==> src/msp_map.svh <==
`ifndef MSP_MAP_SVH
`define MSP_MAP_SVH
// ==========================================
// register byte offsets
`define MSP_A_CTRL   8'h00
`define MSP_A_PARAM  8'h04
`define MSP_A_OVER   8'h08
`define MSP_A_DIV    8'h0C
`define MSP_A_ICFG   8'h10
`define MSP_A_CHSEL  8'h14
`define MSP_A_STAT   8'h18
`define MSP_A_TXWIN  2'h1
`define MSP_A_RXWIN  2'h2
// ==========================================
// field positions
`define MSP_C_EN     0
`define MSP_C_SRST   1
`define MSP_P_CPOL   4
`define MSP_P_CONT   5
`define MSP_P_ROLE   6
`define MSP_P_MULTI  7
`define MSP_P_LONG   8
`define MSP_P_ALT    9
`define MSP_P_FPOL   10
`define MSP_I_UMRX   8
`define MSP_I_UMTX   9
`define MSP_I_UMER   10
`define MSP_S_ERR    0
`define MSP_S_RX     2
`define MSP_S_OVF    3
`define MSP_S_TX     4
`define MSP_S_UNF    5
// ==========================================
// reset values and counts
`define MSP_RST11    11'h000
`define MSP_RST16    16'h0000
`define MSP_LAST_SLOT 4'hF
`endif

==> src/msp_pkg.sv <==
package msp_pkg;
  // frame engine states
  typedef enum logic [2:0] {ST_IDLE, ST_LEAD, ST_WAIT, ST_DATA, ST_OVER} msp_state_t;
endpackage : msp_pkg

==> src/msp_edge_if.sv <==
`timescale 1ns/100ps
// bit clock edge strobes from the clock generator to the frame engine
interface msp_edge_if;
  logic driveEdge;
  logic sampleEdge;
  modport gen (output driveEdge, output sampleEdge);
  modport eng (input driveEdge, input sampleEdge);
endinterface : msp_edge_if

==> src/msp_serial_port.sv <==
// Local design decisions: register access over AHB-Lite and the placing of the registers.
`timescale 1ns/100ps
`include "msp_map.svh"
module msp_serial_port
  import msp_pkg::*;
(
  input  wire logic        clock,
  input  wire logic        rstn,
  input  wire logic        hsel,
  input  wire logic [31:0] haddr,
  input  wire logic [1:0]  htrans,
  input  wire logic        hwrite,
  input  wire logic [2:0]  hsize,
  input  wire logic [31:0] hwdata,
  input  wire logic        hready,
  output logic             hreadyout,
  output logic [31:0]      hrdata,
  output logic             hresp,
  input  wire logic        sclkIn,
  output logic             sclkOut,
  output logic             sclkOe,
  input  wire logic        fsyncIn,
  output logic             fsyncOut,
  output logic             fsyncOe,
  input  wire logic        rxDataIn,
  output logic             txDataOut,
  output logic             txDataOe,
  output logic             rxIrq,
  output logic             txIrq,
  output logic             lenFaultIrq
);
  // ==========================================
  // declarations
  logic        ctrlEn_ff;
  logic        softRst_ff;
  logic [10:0] param_ff;
  logic [9:0]  over_ff;
  logic [10:0] div_ff;
  logic [10:0] icfg_ff;
  logic [15:0] chSel_ff;
  logic [5:0]  stat_ff;
  logic [15:0] txMem [16];
  logic [15:0] rxMem [16];
  logic        wrPend_ff;
  logic [7:0]  wrAddr_ff;
  msp_state_t  state_ff;
  msp_state_t  nxt_state;
  logic [3:0]  slot_ff;
  logic [3:0]  nxt_slot;
  logic [3:0]  bitIdx_ff;
  logic [3:0]  nxt_bitIdx;
  logic [9:0]  overCnt_ff;
  logic [9:0]  nxt_overCnt;
  logic        firstFrame_ff;
  logic        nxt_firstFrame;
  logic        frameEnd;
  logic        syncPrev_ff;
  logic        errPend_ff;
  logic        lateDone_ff;
  logic        rxPend_ff;
  logic        addrPh;
  logic        wrStat;
  logic [5:0]  clrMask;
  logic [5:0]  setMask;
  logic [3:0]  wl;
  logic        master;
  logic        multi;
  logic        longSync;
  logic        alt;
  logic        cont;
  logic        fpol;
  logic        run;
  logic [3:0]  lastSlot;
  logic [3:0]  rxSlot;
  logic [3:0]  txSlot;
  logic        inData;
  logic        used;
  logic        lastBit;
  logic        syncDet;
  logic        syncUse;
  logic        onTime;
  logic        early;
  logic        wordEnd;
  logic        rxEvt;
  logic        txEvt;
  logic        errEvt;
  logic        syncNow;
  logic        txBit;
  logic        txLoad;
  logic [15:0] rxWord;
  logic [10:0] gap_ff;
  logic        gapOk_ff;
  msp_edge_if  edges ();

  // ==========================================
  // decoded configuration
  assign wl       = param_ff[3:0];
  assign master   = param_ff[`MSP_P_ROLE];
  assign multi    = param_ff[`MSP_P_MULTI];
  assign longSync = param_ff[`MSP_P_LONG];
  assign alt      = param_ff[`MSP_P_ALT];
  assign cont     = param_ff[`MSP_P_CONT];
  assign fpol     = param_ff[`MSP_P_FPOL];
  assign run      = ctrlEn_ff;
  assign lastSlot = multi ? `MSP_LAST_SLOT : 4'h0;
  assign rxSlot   = multi ? icfg_ff[3:0] : 4'h0;
  assign txSlot   = multi ? icfg_ff[7:4] : 4'h0;
  assign inData   = state_ff == ST_DATA;
  assign used     = !multi || chSel_ff[slot_ff];
  assign wordEnd  = inData && bitIdx_ff == wl;

  // ==========================================
  // sub blocks
  msp_clkgen uClk (
    .clock   (clock),
    .rstn    (rstn),
    .run     (run),
    .master  (master),
    .clkPol  (param_ff[`MSP_P_CPOL]),
    .divider (div_ff),
    .sclkIn  (sclkIn),
    .sclkOut (sclkOut),
    .edges   (edges.gen)
  );

  assign txLoad = edges.driveEdge && ((inData && bitIdx_ff == 4'h0) || state_ff == ST_WAIT);
  msp_shifter uShift (
    .clock    (clock),
    .rstn     (rstn),
    .clr      (softRst_ff),
    .load     (txLoad),
    .shift    (edges.driveEdge && inData && bitIdx_ff != 4'h0),
    .loadWord (txMem[inData ? slot_ff : 4'h0]),
    .txBit    (txBit),
    .rxEn     (edges.sampleEdge && (inData || (syncUse && alt))),
    .rxIdx    ((syncUse && alt) ? 4'h0 : bitIdx_ff),
    .rxIn     (rxDataIn),
    .rxWord   (rxWord)
  );

  // ==========================================
  // frame sync detection in slave mode
  assign lastBit = (wordEnd && slot_ff == lastSlot && over_ff == 10'h000)
                || (state_ff == ST_OVER && overCnt_ff == 10'(over_ff - 10'h001));
  assign syncDet = edges.sampleEdge && !master && (fsyncIn ^ fpol) && !syncPrev_ff;
  assign syncUse = syncDet && (state_ff == ST_WAIT
                || (!cont && (inData || state_ff == ST_OVER)));
  assign onTime  = syncUse && (state_ff == ST_WAIT || (!alt && lastBit));
  assign early   = syncUse && !onTime;

  always_ff @(posedge clock or negedge rstn) begin
    if (!rstn) syncPrev_ff <= 1'b0;
    else if (edges.sampleEdge) syncPrev_ff <= fsyncIn ^ fpol;
  end

  // next position in the frame, advanced on sample edges
  always_comb begin
    nxt_state      = state_ff;
    nxt_slot       = slot_ff;
    nxt_bitIdx     = bitIdx_ff;
    nxt_overCnt    = overCnt_ff;
    nxt_firstFrame = firstFrame_ff;
    frameEnd       = 1'b0;
    case (state_ff)
      ST_IDLE: nxt_state = master ? (alt ? ST_DATA : ST_LEAD) : ST_WAIT;
      ST_LEAD: nxt_state = ST_DATA;
      ST_WAIT: nxt_state = ST_WAIT;
      ST_DATA: begin
        if (wordEnd) begin
          nxt_bitIdx = 4'h0;
          if (slot_ff != lastSlot) nxt_slot = 4'(slot_ff + 4'h1);
          else if (over_ff == 10'h000) frameEnd = 1'b1;
          else begin
            nxt_state   = ST_OVER;
            nxt_overCnt = 10'h000;
          end
        end else begin
          nxt_bitIdx = 4'(bitIdx_ff + 4'h1);
        end
      end
      ST_OVER: begin
        if (lastBit) frameEnd = 1'b1;
        else nxt_overCnt = 10'(overCnt_ff + 10'h001);
      end
      default: nxt_state = ST_IDLE;
    endcase
    if (frameEnd) begin
      nxt_firstFrame = 1'b0;
      nxt_slot       = 4'h0;
      nxt_bitIdx     = 4'h0;
      nxt_state      = (master || cont) ? ST_DATA : ST_WAIT;
    end
    if (syncUse) begin
      nxt_slot   = 4'h0;
      nxt_state  = ST_DATA;
      nxt_bitIdx = alt ? 4'h1 : 4'h0;
    end
  end

  // frame engine registers
  always_ff @(posedge clock or negedge rstn) begin
    if (!rstn) begin
      state_ff      <= ST_IDLE;
      slot_ff       <= 4'h0;
      bitIdx_ff     <= 4'h0;
      overCnt_ff    <= 10'h000;
      firstFrame_ff <= 1'b1;
    end else if (softRst_ff || !run) begin
      state_ff      <= ST_IDLE;
      slot_ff       <= 4'h0;
      bitIdx_ff     <= 4'h0;
      overCnt_ff    <= 10'h000;
      firstFrame_ff <= 1'b1;
    end else if (edges.sampleEdge) begin
      state_ff      <= nxt_state;
      slot_ff       <= nxt_slot;
      bitIdx_ff     <= nxt_bitIdx;
      overCnt_ff    <= nxt_overCnt;
      firstFrame_ff <= nxt_firstFrame;
    end
  end

  // receive store, left aligned, skipping unselected slots
  always_ff @(posedge clock) begin
    if (edges.sampleEdge && wordEnd && !early && used) rxMem[slot_ff] <= rxWord;
  end

  // ==========================================
  // pin drivers, data and frame sync updated on drive edges, clock and sync enables every cycle
  always_comb begin
    if (alt)
      syncNow = inData && slot_ff == 4'h0 && (longSync || bitIdx_ff == 4'h0)
             && (firstFrame_ff || !cont);
    else
      syncNow = state_ff == ST_LEAD || (lastBit && !cont)
             || (longSync && inData && slot_ff == 4'h0 && bitIdx_ff != wl
                 && (firstFrame_ff || !cont));
  end

  always_ff @(posedge clock or negedge rstn) begin
    if (!rstn) begin
      txDataOut <= 1'b0;
      txDataOe  <= 1'b0;
      fsyncOut  <= 1'b0;
      fsyncOe   <= 1'b0;
      sclkOe    <= 1'b0;
    end else begin
      sclkOe  <= run && master;
      fsyncOe <= run && master;
      if (softRst_ff || !run) begin
        txDataOe <= 1'b0;
        fsyncOut <= fpol;
      end else if (edges.driveEdge) begin
        txDataOut <= txBit;
        txDataOe  <= (inData && used)
                  || (state_ff == ST_WAIT && alt && (!multi || chSel_ff[0]));
        fsyncOut  <= master ? syncNow ^ fpol : fpol;
      end
    end
  end

  // ==========================================
  // interrupt events
  assign rxEvt = edges.driveEdge && rxPend_ff;
  assign txEvt = edges.driveEdge && inData && slot_ff == txSlot && bitIdx_ff == 4'h1;
  assign errEvt = (edges.sampleEdge && errPend_ff)
               || (edges.sampleEdge && state_ff == ST_WAIT && !syncUse && !firstFrame_ff
                   && !lateDone_ff && !cont && !master);

  always_ff @(posedge clock or negedge rstn) begin
    if (!rstn) begin
      rxPend_ff   <= 1'b0;
      errPend_ff  <= 1'b0;
      lateDone_ff <= 1'b0;
    end else if (softRst_ff || !run) begin
      rxPend_ff   <= 1'b0;
      errPend_ff  <= 1'b0;
      lateDone_ff <= 1'b0;
    end else begin
      if (edges.sampleEdge && wordEnd && !early && slot_ff == rxSlot) rxPend_ff <= 1'b1;
      else if (edges.driveEdge) rxPend_ff <= 1'b0;
      if (edges.sampleEdge) errPend_ff <= early;
      if (syncUse) lateDone_ff <= 1'b0;
      else if (errEvt) lateDone_ff <= 1'b1;
    end
  end

  // sticky flags, a set in the clearing cycle wins
  assign wrStat  = wrPend_ff && wrAddr_ff == `MSP_A_STAT;
  assign clrMask = wrStat ? hwdata[5:0] : 6'h00;
  always_comb begin
    setMask = 6'h00;
    setMask[`MSP_S_ERR] = errEvt;
    setMask[`MSP_S_RX]  = rxEvt;
    setMask[`MSP_S_OVF] = rxEvt && stat_ff[`MSP_S_RX];
    setMask[`MSP_S_TX]  = txEvt;
    setMask[`MSP_S_UNF] = txEvt && stat_ff[`MSP_S_TX];
  end

  always_ff @(posedge clock or negedge rstn) begin
    if (!rstn) stat_ff <= 6'h00;
    else if (softRst_ff) stat_ff <= 6'h00;
    else stat_ff <= (stat_ff & ~clrMask & 6'h3D) | setMask;
  end

  // interrupt lines gated by their unmask bits
  always_ff @(posedge clock or negedge rstn) begin
    if (!rstn) begin
      rxIrq       <= 1'b0;
      txIrq       <= 1'b0;
      lenFaultIrq <= 1'b0;
    end else begin
      rxIrq       <= stat_ff[`MSP_S_RX]  && icfg_ff[`MSP_I_UMRX];
      txIrq       <= stat_ff[`MSP_S_TX]  && icfg_ff[`MSP_I_UMTX];
      lenFaultIrq <= stat_ff[`MSP_S_ERR] && icfg_ff[`MSP_I_UMER];
    end
  end

  // ==========================================
  // bus slave, zero wait states, always okay
  assign addrPh = hsel && htrans[1] && hready;

  function automatic logic [31:0] rdMux(input logic [7:0] a);
    case (a)
      `MSP_A_CTRL:  rdMux = 32'(ctrlEn_ff);
      `MSP_A_PARAM: rdMux = 32'(param_ff);
      `MSP_A_OVER:  rdMux = 32'(over_ff);
      `MSP_A_DIV:   rdMux = 32'(div_ff);
      `MSP_A_ICFG:  rdMux = 32'(icfg_ff);
      `MSP_A_CHSEL: rdMux = 32'(chSel_ff);
      `MSP_A_STAT:  rdMux = 32'(stat_ff);
      default: begin
        if (a[7:6] == `MSP_A_TXWIN) rdMux = 32'(txMem[a[5:2]]);
        else if (a[7:6] == `MSP_A_RXWIN) rdMux = 32'(rxMem[a[5:2]]);
        else rdMux = 32'h0000_0000;
      end
    endcase
  endfunction : rdMux

  always_ff @(posedge clock or negedge rstn) begin
    if (!rstn) begin
      wrPend_ff <= 1'b0;
      wrAddr_ff <= 8'h00;
      hrdata    <= 32'h0000_0000;
      hreadyout <= 1'b1;
      hresp     <= 1'b0;
    end else begin
      wrPend_ff <= addrPh && hwrite;
      if (addrPh) wrAddr_ff <= haddr[7:0];
      hrdata    <= (addrPh && !hwrite) ? rdMux(haddr[7:0]) : 32'h0000_0000;
      hreadyout <= 1'b1;
      hresp     <= 1'b0;
    end
  end

  // control register: enable and self clearing soft reset
  always_ff @(posedge clock or negedge rstn) begin
    if (!rstn) begin
      ctrlEn_ff  <= 1'b0;
      softRst_ff <= 1'b0;
    end else begin
      softRst_ff <= wrPend_ff && wrAddr_ff == `MSP_A_CTRL && hwdata[`MSP_C_SRST];
      if (wrPend_ff && wrAddr_ff == `MSP_A_CTRL)
        ctrlEn_ff <= hwdata[`MSP_C_EN] && !hwdata[`MSP_C_SRST];
    end
  end

  // parameter registers, locked while the port runs
  always_ff @(posedge clock or negedge rstn) begin
    if (!rstn) begin
      param_ff <= `MSP_RST11;
      over_ff  <= 10'h000;
      div_ff   <= `MSP_RST11;
      icfg_ff  <= `MSP_RST11;
      chSel_ff <= `MSP_RST16;
    end else if (wrPend_ff && !ctrlEn_ff) begin
      case (wrAddr_ff)
        `MSP_A_PARAM: param_ff <= hwdata[10:0];
        `MSP_A_OVER:  over_ff  <= hwdata[9:0];
        `MSP_A_DIV:   div_ff   <= hwdata[10:0];
        `MSP_A_ICFG:  icfg_ff  <= hwdata[10:0];
        `MSP_A_CHSEL: chSel_ff <= hwdata[15:0];
        default:      chSel_ff <= chSel_ff;
      endcase
    end
  end

  // transmit words, writable at any time
  always_ff @(posedge clock) begin
    if (wrPend_ff && wrAddr_ff[7:6] == `MSP_A_TXWIN) txMem[wrAddr_ff[5:2]] <= hwdata[15:0];
  end

  // ==========================================
  // checks
  always_ff @(posedge clock or negedge rstn) begin
    if (!rstn) begin
      gap_ff   <= `MSP_RST11;
      gapOk_ff <= 1'b0;
    end else begin
      gap_ff   <= edges.driveEdge ? 11'h001 : 11'(gap_ff + 11'h001);
      gapOk_ff <= !run ? 1'b0 : (edges.driveEdge ? master : gapOk_ff);
    end
  end
endmodule : msp_serial_port

==> src/msp_clkgen.sv <==
`timescale 1ns/100ps
module msp_clkgen (
  input  wire logic        clock,
  input  wire logic        rstn,
  input  wire logic        run,
  input  wire logic        master,
  input  wire logic        clkPol,
  input  wire logic [10:0] divider,
  input  wire logic        sclkIn,
  output logic             sclkOut,
  msp_edge_if.gen          edges
);
  logic [10:0] cnt_ff;
  logic        prev_ff;
  logic        rise_ff;
  logic        fall_ff;
  logic        genOn;
  assign genOn = run & master;
  // divider counter, one bit period per wrap
  always_ff @(posedge clock or negedge rstn) begin
    if (!rstn) cnt_ff <= `MSP_RST11;
    else if (!genOn || cnt_ff == 11'(divider - 11'h001)) cnt_ff <= `MSP_RST11;
    else cnt_ff <= 11'(cnt_ff + 11'h001);
  end
  // generated clock high for the first half period
  always_ff @(posedge clock or negedge rstn) begin
    if (!rstn) sclkOut <= 1'b0;
    else if (!genOn) sclkOut <= 1'b0;
    else if (cnt_ff == `MSP_RST11) sclkOut <= 1'b1;
    else if (cnt_ff == (divider >> 1)) sclkOut <= 1'b0;
  end
  // edge pulses, from divider in master or from the pin in slave
  always_ff @(posedge clock or negedge rstn) begin
    if (!rstn) begin
      prev_ff <= 1'b0;
      rise_ff <= 1'b0;
      fall_ff <= 1'b0;
    end else begin
      prev_ff <= sclkIn;
      rise_ff <= run & (master ? cnt_ff == `MSP_RST11 : sclkIn & !prev_ff);
      fall_ff <= run & (master ? cnt_ff == (divider >> 1) : !sclkIn & prev_ff);
    end
  end
  // polarity picks which edge drives and which samples
  assign edges.driveEdge  = clkPol ? fall_ff : rise_ff;
  assign edges.sampleEdge = clkPol ? rise_ff : fall_ff;
endmodule : msp_clkgen

==> src/msp_shifter.sv <==
`timescale 1ns/100ps
module msp_shifter (
  input  wire logic        clock,
  input  wire logic        rstn,
  input  wire logic        clr,
  input  wire logic        load,
  input  wire logic        shift,
  input  wire logic [15:0] loadWord,
  output logic             txBit,
  input  wire logic        rxEn,
  input  wire logic [3:0]  rxIdx,
  input  wire logic        rxIn,
  output logic [15:0]      rxWord
);
  logic [15:0] tx_ff;
  logic [15:0] rx_ff;
  // msb first; bit 0 of a word comes straight from the load word
  assign txBit = load ? loadWord[15] : tx_ff[15];
  // receive bit lands left aligned at position 15 - index
  always_comb begin
    rxWord = (rxIdx == 4'h0) ? 16'h0000 : rx_ff;
    rxWord[4'hF - rxIdx] = rxIn;
  end
  always_ff @(posedge clock or negedge rstn) begin
    if (!rstn) begin
      tx_ff <= `MSP_RST16;
      rx_ff <= `MSP_RST16;
    end else if (clr) begin
      tx_ff <= `MSP_RST16;
      rx_ff <= `MSP_RST16;
    end else begin
      if (load) tx_ff <= loadWord << 1;
      else if (shift) tx_ff <= tx_ff << 1;
      if (rxEn) rx_ff <= rxWord;
    end
  end
endmodule : msp_shifter

==> config.mk <==
export PLATFORM = sky130hd
export DESIGN_NAME = msp_serial_port
export DESIGN_NICKNAME = d
export VERILOG_FILES = /design/src/msp_pkg.sv /design/src/msp_edge_if.sv /design/src/msp_serial_port.sv /design/src/msp_clkgen.sv /design/src/msp_shifter.sv
export VERILOG_INCLUDE_DIRS = /design/src
export SDC_FILE = /design/constraint.sdc
export NUM_CORES = 1
export LEC_CHECK = 0
export BUFFER_PORTS_ARGS = -buffer_cell sky130_fd_sc_hd__buf_2
export CAP_MARGIN = 20
export CORE_ASPECT_RATIO = 0.5
export CORE_MARGIN = 2
export CORE_UTILIZATION = 50
export DETAILED_ROUTE_END_ITERATION = 8
export PLACE_DENSITY = 0.67
export SYNTH_ARGS = -nofsm -noshare
export SYNTH_HDL_FRONTEND = slang
export SYNTH_SLANG_ARGS = --single-unit
export TNS_END_PERCENT = 30
==> constraint.sdc <==
create_clock -name clock -period 4.4 [get_ports clock]
set_input_delay 0.88 -clock clock [delete_from_list [all_inputs] [get_ports clock]]
set_output_delay 0.88 -clock clock [all_outputs]
set_load 0.02 [all_outputs]
* Word-level counts from Yosys, hierarchy flattened *
Memories as Yosys holds them, arrays and structs flattened.
Cells that the tools add are included.

operators by class
  reductions and logical operators = 124
  multiplexer cells = 89
  bitwise logic cells = 11
  eq/ne operators = 38
  add/sub/neg operators = 7
  order comparisons = 3

operator list
  operator                                             number
  two-way mux 16 bit                                   8
  one-hot mux 16 bit (7 select lines)                  1
  two-way mux 4 bit                                    18
  logical AND 1 bit                                    60
  two-way mux 10 bit                                   6
  equality test 8 x 5 -> 1 bit, second input constant  6
  two-way mux 1 bit                                    37
  equality test 8 x 4 -> 1 bit, second input constant  4
  two-way mux 32 bit                                   1
  two-way mux 3 bit                                    7
  one-hot mux 10 bit (2 select lines)                  1
  logical OR 1 bit                                     17
  bitwise mux 16 bit                                   1
  equality test 4 bit                                  4
  equality test 8 x 3 -> 1 bit, second input constant  2
  zero test 1 bit                                      16
  zero test 8 bit                                      2
  AND reduction 2 bit                                  8
  nonzero test 4 bit                                   4
  one-hot mux 3 bit (5 select lines)                   1
  zero test 4 bit                                      3
  two-way mux 6 bit                                    2
  nonzero test 3 bit                                   4
  adder 11 x 1 -> 11 bit, second input constant        1
  other kinds (41)                                     58

storage, ports and cells
  output and inout port bits = 43
  flip-flop bits (word level) = 188
  input bits = 77
  RAM bits = 512
  word-level logic and storage cells = 308
  memories kept = 2

memories
  name   depth  width  rd ports  clocked after memory_dff  wr ports  line                   source
  rxMem  16     16     1         0                         1         msp_serial_port.sv:43  logic [15:0] rxMem [16];
  txMem  16     16     2         0                         1         msp_serial_port.sv:42  logic [15:0] txMem [16];

* Longest topological paths before layout *
Gate-level depths: netlist of the first run.

  depth after elaboration = 15
  gate-level depth with buffers = 11
  mapped depth without buffers = 9

* Hierarchy *
A second synthesis of the first run with hierarchy kept.

second synthesis, totals
  cells, all modules = 2,159
  area total of the unflattened synthesis = 31,943.1 um2

modules (own cells, without submodules)
  module           seq. area each (um2)  cells each  instances  area an instance (um2)
  msp_serial_port  18,479.0              1,788       1          28,597.4
  msp_shifter      775.7                 217         1          1,986.9
  msp_clkgen       375.4                 154         1          1,358.8

* Least setup slack after synthesis of the first run *
No wires, ideal clock.

  kind = register to register
  start = register over_ff[0]
  end = memory rxMem[0][0], enable pin
  slack = 0.323 ns
  arrival = 3.647 ns
  cell stages (with the launch flop) = 10
  clock period less this slack = 4.077 ns
  data required time = 3.970 ns
  path buffers = 0
  setup time = 0.430 ns
  path through = dfrtp_1 -> inv_1 -> ha_1 -> nor3b_2 -> xnor2_1 -> o2111ai_1 -> a311o_2 -> o211ai_2 -> nand4_4 -> nor4_1

on the way
  longest elaborated chain between the ends = 14
  elaborated cells on any way between the ends = 16
  classes of those cells = add/sub (1); eq/ne (1); mux (2); reduce/logical (12)

RTL lines
  element                                      line                    source
  from (decl)                                  msp_serial_port.sv:37   logic [9:0] over_ff;
  from (signal assigned)                       msp_serial_port.sv:379  `MSP_A_OVER: over_ff <= hwdata[9:0];
  subtractor 10 x 1 -> 10 bit                  msp_serial_port.sv:144  || (state_ff == ST_OVER && overCnt_ff == 10'(over_ff - 10'h001));
  equality test 10 bit                         msp_serial_port.sv:144
  logical AND 1 bit                            msp_serial_port.sv:144
  logical OR 1 bit (*)                         msp_serial_port.sv:144
  logical AND 1 bit (*)                        msp_serial_port.sv:148  assign onTime = syncUse && (state_ff == ST_WAIT || (!alt && lastBit));
  logical OR 1 bit (*)                         msp_serial_port.sv:148
  logical AND 1 bit (*)                        msp_serial_port.sv:148
  zero test 1 bit (*)                          msp_serial_port.sv:149  assign early = syncUse && !onTime;
  logical AND 1 bit (*)                        msp_serial_port.sv:149
  zero test 1 bit (*)                          msp_serial_port.sv:225  if (edges.sampleEdge && wordEnd && !early && used) rxMem[slot_ff] <= rxWord;
  logical AND 1 bit (*) (2 in series)          msp_serial_port.sv:225
  two-way mux 1 bit (*)                        msp_serial_port.sv:225
  two-way mux 1 bit (not written as such) (*)  msp_serial_port.sv:225
  to (decl)                                    msp_serial_port.sv:43

Every way passes the cells marked *; elsewhere a longest branch is shown, timed or not.

* Final worst setup path of the first run *
  start = register over_ff[0]
  end = memory rxMem[6][15], enable pin

Same word-level chain as after synthesis.

==> results of run 1 <==
[synth_stat cells, types with 5 or more instances]
library cell	number	area [µm²]
edfxtp_1	512	15370
dfrtp_1	169	4229
mux4_2	164	3694
nand2_1	118	442.9
clkbuf_1	101	379.1
nor2_1	94	352.8
mux2_2	91	1025
nor3_1	89	445.4
mux2i_1	88	880.8
a21oi_1	65	325.3
o21ai_0	62	310.3
nand3_1	35	175.2
a221oi_1	32	280.3
o22ai_1	31	193.9
inv_1	30	112.6
buf_2	26	130.1
xnor2_1	26	227.7
xor2_1	26	227.7
buf_4	25	187.7
a22o_1	24	210.2
nand2b_1	23	143.9
a22oi_1	20	150.1
a31oi_1	20	125.1
nor2b_1	14	87.58
nor4_1	14	87.58
a221o_1	13	130.1
a2bb2oi_1	13	113.9
nand4_1	13	81.33
ha_1	12	150.1
buf_1	10	37.54
nor3b_1	10	75.07
and2_1	7	43.79
o211ai_1	7	52.55
or2_2	7	43.79
a21o_1	6	45.04
o31ai_1	6	45.04
and3_1	5	31.28
nor3_2	5	50.05
or4_1	5	37.54
[cell families (layout without fill, tap and decap cells)]
logic type | Yosys count | after routing | share of synthesized area (%)
flip-flops | 682 | 682 | 61.87
AND/OR/NAND/NOR | 472 | 472 | 7.564
multiplexers | 348 | 348 | 18.05
AO/OA/AOI/OAI | 345 | 345 | 7.647
buffers and inverters | 200 | 299 | 2.930
XOR/XNOR | 52 | 52 | 1.436
adder cells (fa/ha/maj) | 12 | 12 | 0.4732
other | 2 | 19 | 0.02367
[flip-flops by register name, summed over array words and instances, names as in the netlist, 3 cells and up]
| signal | flops |
|---|---|
| rxMem | 256 |
| hrdata | 16 |
| param_ff | 11 |
| uShift.rx_ff | 16 |
| uClk.cnt_ff | 11 |
| txMem | 256 |
| wrAddr_ff | 8 |
| bitIdx_ff | 4 |
| slot_ff | 4 |
| stat_ff | 5 |
| chSel_ff | 16 |
| icfg_ff | 11 |
| state_ff | 3 |
| overCnt_ff | 10 |
| div_ff | 11 |
| uShift.tx_ff | 15 |
| over_ff | 10 |
[area by class of cell]
cell class              count  area (µm²)
diodes                      1       2.502
clock buffers              81        1650
clock inverters            29       362.8
fillers                  4899       27520
inverters                  31       116.4
multi-input cells        1247       11370
flip-flops and latches    682       19640
well taps                 837        1047
repair buffers            158        1156
[routing by layer]
metal | global-route usage, % | part of all wire [%] | up-vias
met5 | 0 | 0 | -
met1 | 39.83 | 42 | 10390
met2 | 40.58 | 45 | 1090
met4 | 7.445 | 2.4 | 0
li1 | - | - | 8457
met3 | 5.710 | 10 | 140
[worst paths after layout]
path	endpoint	slack, ns	cells past startpoint
max reg2reg	rxMem[6][15]	0.68	10
min reg2reg	uShift.rx_ff[6]	0.50	1
min in group clock	uClk.prev_ff	0.34	1
max in group asynchronous	uClk.cnt_ff[6]	3.05	2
max	rxMem[6][15]	0.68	10
min	icfg_ff[8]	0.32	1
[report_power, final]
group          internal (µW)  switching [µW]  total (µW)
Combinational            840            1520        2360
Sequential              7410             259        7670
Clock                   3000            2440        5440
Total                  11200            4220       15500
[stage by stage]
stage | util (%) | hold WS [ns] | cell area (µm²) | total power (µW) | std cells
final | 56.22 | 0.3194 | 35340 | 15470 | 3066
after global routing | 56.21 | 0.3302 | 35340 | 15980 | 3065
after CTS | 56.12 | 0.3115 | 35280 | 15480 | 3059
after detailed placement | 52.91 | 0.4871 | 33260 | 10080 | 2949
after global placement | 52.88 | 0.4855 | 33240 | 10010 | 2947
after floorplan | - | 0.4663 | 31790 | 9220 | 2129
[critical path, stage by stage (launching register included)]
cell and delay, ns:
dfrtp_1 0.46, inv_1 0.09, ha_1 0.20, nor3b_2 0.38, xnor2_1 0.16, o2111ai_1 0.15
a311o_2 0.50, o211ai_2 0.30, nand4_4 0.43, nor3_4 0.28, buf_4 0.37
==> out/metrics.yaml, run 1 <==
grt:
  grt_overflow: 0
  antenna_found_initial: 1
  grt_pass1_wl_um: 129300
  grt_pass1_vias: 19450
  grt_max_degree: 95
  grt_use_total_pct: 26.89
placed_design:
  place.gp.congestion: 0.9445
  pre_cts_ws_ns: 0.7674
  dp_hpwl_um: 53680
  port_buffers: 57
logic_synthesis:
  ys_warn_count: 0
  synth-async-reset-ratio_pct: 24.93
  synth_enable_flop_cells: 512
  ys_ff_latch: 682
  synth_seq_area_share_pct: 61.87
  syn-cell-area_mm2: 0.03173
  yosysUniqueCellTypes: 92
  syn_area_per_cell_um2: 15.01
  synth_flop_cell: "edfxtp_1"
  synthCells: 2113
die:
  start_util_pct: 50.46
  coreArea_mm2: 0.06287
  die_x_um: 360.2
  rows: 65
  die_y_um: 182.1
  die-area_mm2: 0.06560
  io_pins: 120
layout:
  drive_above_1_share_pct: 25.58
  final_nets: 2269
  layout_common_cells: "edfxtp_1, dfrtp_1, mux4_2"
  areaGrowthSynthToFinish_pct: 11.40
  final_common_cell: "edfxtp_1"
clock_tree:
  cts_made_buffers: 60
  insertion_delay_ns: 0.68
  postCtsSetupBuffers: 0
  cts_resized: 0
  clock-sinks: 682
  h-tree-depth: 2
  tritoncts: "done"
  clkTransAtPathRegs_ns: 0.07
  cts_hold_buf: 0
  cts.path.max_buffers: 3
  clock-root-buffer: "clkbuf_16"
worst_setup_path:
  worstSetupStartpoint: "over_ff[0]"
  crit_arrival_ns: 4.04
  worstSetupPathType: "flip-flop to flip-flop"
  critPathLaunchType: "flip-flop"
  cp_max_fo: 16
  required_ns: 4.72
  cp-end-kind: "flip-flop"
  worstReg2RegStart: "over_ff[0]"
detailed_routing:
  first_iter_violations: 2694
  via_per_inst: 6.550
  routedWlPerCell_um: 28.78
  ant_nets: 0
  vias: 20080
  drc: 0
  drt-pass1-iter-count: 6
  drt-total-wl_um: 88250
timing:
  finalHoldViolCount: 0
  setup_slack_ns: 0.6789
  period_share_pct: 84.57
  setup_violations: 0
  final_max_slew_viol_count: 0
  max_slew.worst_pin.slew_ns: 1.162
  fin_setup_tns_ns: 0
  rsz0062_at_grt: "false"
  max_freq_mhz: 268.7
  clock-skew-final_ns: 0.03867
  maxSlewHeadroom_pct: 21.42
  period_needed_ns: 3.721
power_and_ir_drop:
  p_per_area_mw_per_mm2: 437.6
  peakVddDrop_uv: 325.1
  leakage_uw: 0.01241
run_status:
  status: "completed"
hold_path:
  worstHoldPathType: "input port to async pin"
job:
  cap_violations: 0
No activity file was read; power rests on OpenSTA's default activity.
==> inputs of run 2 (changes only) <==
==> constraint.sdc (replaced) <==
create_clock -name clock -period 3.72 [get_ports clock]
set_input_delay 0.744 -clock clock [delete_from_list [all_inputs] [get_ports clock]]
set_output_delay 0.744 -clock clock [all_outputs]
set_load 0.02 [all_outputs]
==> run 2 against run 1 <==
Effect of this change:
- wire length decreased by 0.92%
- clock skew down 0.011 ns
- maximum frequency grew 8.6%
- first-iteration DRC count is 2.0% higher
- setup slack lost 0.39 ns
- register-to-register slack got worse by 0.39 ns
- design area increased by 0.62%
- critical endpoint is now rxMem[1][14]
==> out/metrics.yaml, run 2 (synthesized netlist as in run 1, its figures left out) <==
die:
  coreArea_mm2: 0.06287  # unchanged
  die_y_um: 182.1  # unchanged
  io_pins: 120  # unchanged
  die-area_mm2: 0.06560  # unchanged
  rows: 65  # unchanged
  die_x_um: 360.2  # unchanged
  start_util_pct: 50.46  # unchanged
layout:
  final_nets: 2290  # +0.93%
  drive_above_1_share_pct: 25.98  # +0.40 points
  num_antenna_cells: 0  # -1
  areaGrowthSynthToFinish_pct: 12.09
  layout_common_cells: "edfxtp_1, dfrtp_1, mux4_2"
  final_common_cell: "edfxtp_1"
  final.fill_count: 4897  # -0.041%
detailed_routing:
  drt-pass1-iter-count: 7  # +1
  drt-total-wl_um: 87440  # -0.92%
  via_per_inst: 6.537  # -0.19%
  vias: 20140  # +0.30%
  drc: 0  # unchanged
  ant_nets: 0  # unchanged
  first_iter_violations: 2747  # +2.0%
  routedWlPerCell_um: 28.38  # -1.4%
clock_tree:
  clock-sinks: 682  # unchanged
  cts.path.max_buffers: 3  # unchanged
  cts_resized: 0  # unchanged
  clkTransAtPathRegs_ns: 0.07  # about the same
  h-tree-depth: 2  # unchanged
  insertion_delay_ns: 0.65  # -0.03 ns
  tritoncts: "done"
  postCtsSetupBuffers: 0  # unchanged
  clock-root-buffer: "clkbuf_16"
  cts_hold_buf: 0  # unchanged
  cts_made_buffers: 59  # -1.7%
worst_setup_path:
  critPathSlowestCell: "a311o_2"
  r2r_end: "rxMem[1][14]"
  required_ns: 4.02  # -0.70 ns
  worstReg2RegStart: "over_ff[0]"
  cp-end-kind: "flip-flop"
  path_cells: "inv_1 > ha_1 > nor3b_2 > xnor2_1 > o2111ai_1 > a311o_2 > o211ai_2 > nand4_4 > buf_4 > nor4_2 > buf_4"
  crit_arrival_ns: 3.73  # -0.31 ns
  slowest_delay_ns: 0.48  # -0.02 ns
  critPathLaunchType: "flip-flop"
  worstSetupPathType: "flip-flop to flip-flop"
  ff2ff_path_depth: 11  # +1
  cpMostUsedCell: "buf_4"
  cp_max_fo: 16  # unchanged
  rrSetupSlack_ns: 0.29  # -0.39 ns
timing:
  setup_slack_ns: 0.2934  # -0.3855 ns
  finalHoldViolCount: 0  # unchanged
  rsz0062_at_grt: "false"
  period_needed_ns: 3.427  # -0.2945 ns
  period_share_pct: 92.11  # +7.5 points
  max_freq_mhz: 291.8  # +8.6%
  max_slew.worst_pin.slew_ns: 0.9736  # -0.1886 ns
  clock-skew-final_ns: 0.02769  # -0.01097 ns
  setup_violations: 0  # unchanged
  maxSlewHeadroom_pct: 34.66  # +13 points
  final_max_slew_viol_count: 0  # unchanged
placed_design:
  port_buffers: 57  # unchanged
  place.gp.congestion: 0.9732  # +3.0%
  pre_cts_ws_ns: 0.3062  # -0.4612 ns
  dp_hpwl_um: 55660  # +3.7%
grt:
  grt_pass1_wl_um: 128100  # -0.98%
  grt_overflow: 0  # unchanged
  grt_max_degree: 76  # -20%
  antenna_found_initial: 3  # +2
  grt_use_total_pct: 26.59  # -0.30 points
  grt_pass1_vias: 19580  # +0.68%
power_and_ir_drop:
  finalPower_uw: 18080  # +17%
  peakVddDrop_uv: 384.6  # +18%
  leakage_uw: 0.01251  # +0.77%
  p_per_area_mw_per_mm2: 508.5  # +16%
job:
  cap_violations: 0  # unchanged
run_status:
  status: "completed"
hold_path:
  worstHoldPathType: "input port to async pin"
==> run 2: worst max path at each step <==
stage	start	slack (ns)	cells after the start	endpoint
after floorplan	over_ff[0]	-0.36	9	rxMem[0][0]
after global placement	over_ff[0]	0.38	11	rxMem[0][15]
after detailed placement	fsyncIn	0.31	8	rxMem[10][5]
after CTS	over_ff[0]	0.32	11	rxMem[1][6]
after global routing	over_ff[0]	0.1	11	rxMem[2][14]
final	over_ff[0]	0.29	11	rxMem[1][14]
==> run 2: layer usage <==
| layer | share of wire (%) | routed length [µm] | track usage [%] | vias up |
|---|---|---|---|---|
| met5 | 0.024 | 21 | 0 | - |
| met4 | 2.9 | 2539 | 7.798 | 4 |
| met3 | 12 | 10330 | 8.109 | 180 |
| met2 | 44 | 38400 | 38.94 | 1071 |
| met1 | 41 | 36160 | 38.56 | 10390 |
| li1 | - | - | - | 8492 |
==> run 2: through the flow <==
stage                     TNS [ns]  hold WS, ns  area [µm²]  instances  util [%]
after CTS                        0       0.1489       35480       3072     56.43
after global placement           0       0.4832       33560       2968     53.39
after floorplan             -27.03       0.4484       31790       2129         -
final                            0       0.1504       35560       3081     56.57
after detailed placement         0       0.4908       33560       2968     53.39
after global routing             0       0.1913       35560       3081     56.57
==> run 2: report_power, final <==
| part | switching (µW) | internal, µW | total (µW) |
|---|---|---|---|
| clock network | 2840 | 3390 | 6230 |
| logic | 1780 | 1020 | 2800 |
| registers | 285 | 8770 | 9050 |
| total | 4900 | 13200 | 18100 |
==> run 2: critical path: cells and delay by family (launching register included) <==
family | cells | cell delay [ns]
AOI/OAI and AO/OA | 3 | 0.89
buffers and inverters | 3 | 0.71
and+or+nand+nor | 3 | 0.65
DFF | 1 | 0.46
adders and majority gates | 1 | 0.20
xor gates and xnor gates | 1 | 0.16
==> run 2: cell type report <==
cell class	count	area, µm²	share of cell area [%]
flip-flops and latches	682	19640	55.22
multi-input cells	1247	11360	31.94
clock buffers	79	1613	4.535
repair buffers	180	1489	4.187
well taps	837	1047	2.945
clock inverters	25	299.0	0.8409
inverters	31	116.4	0.3272
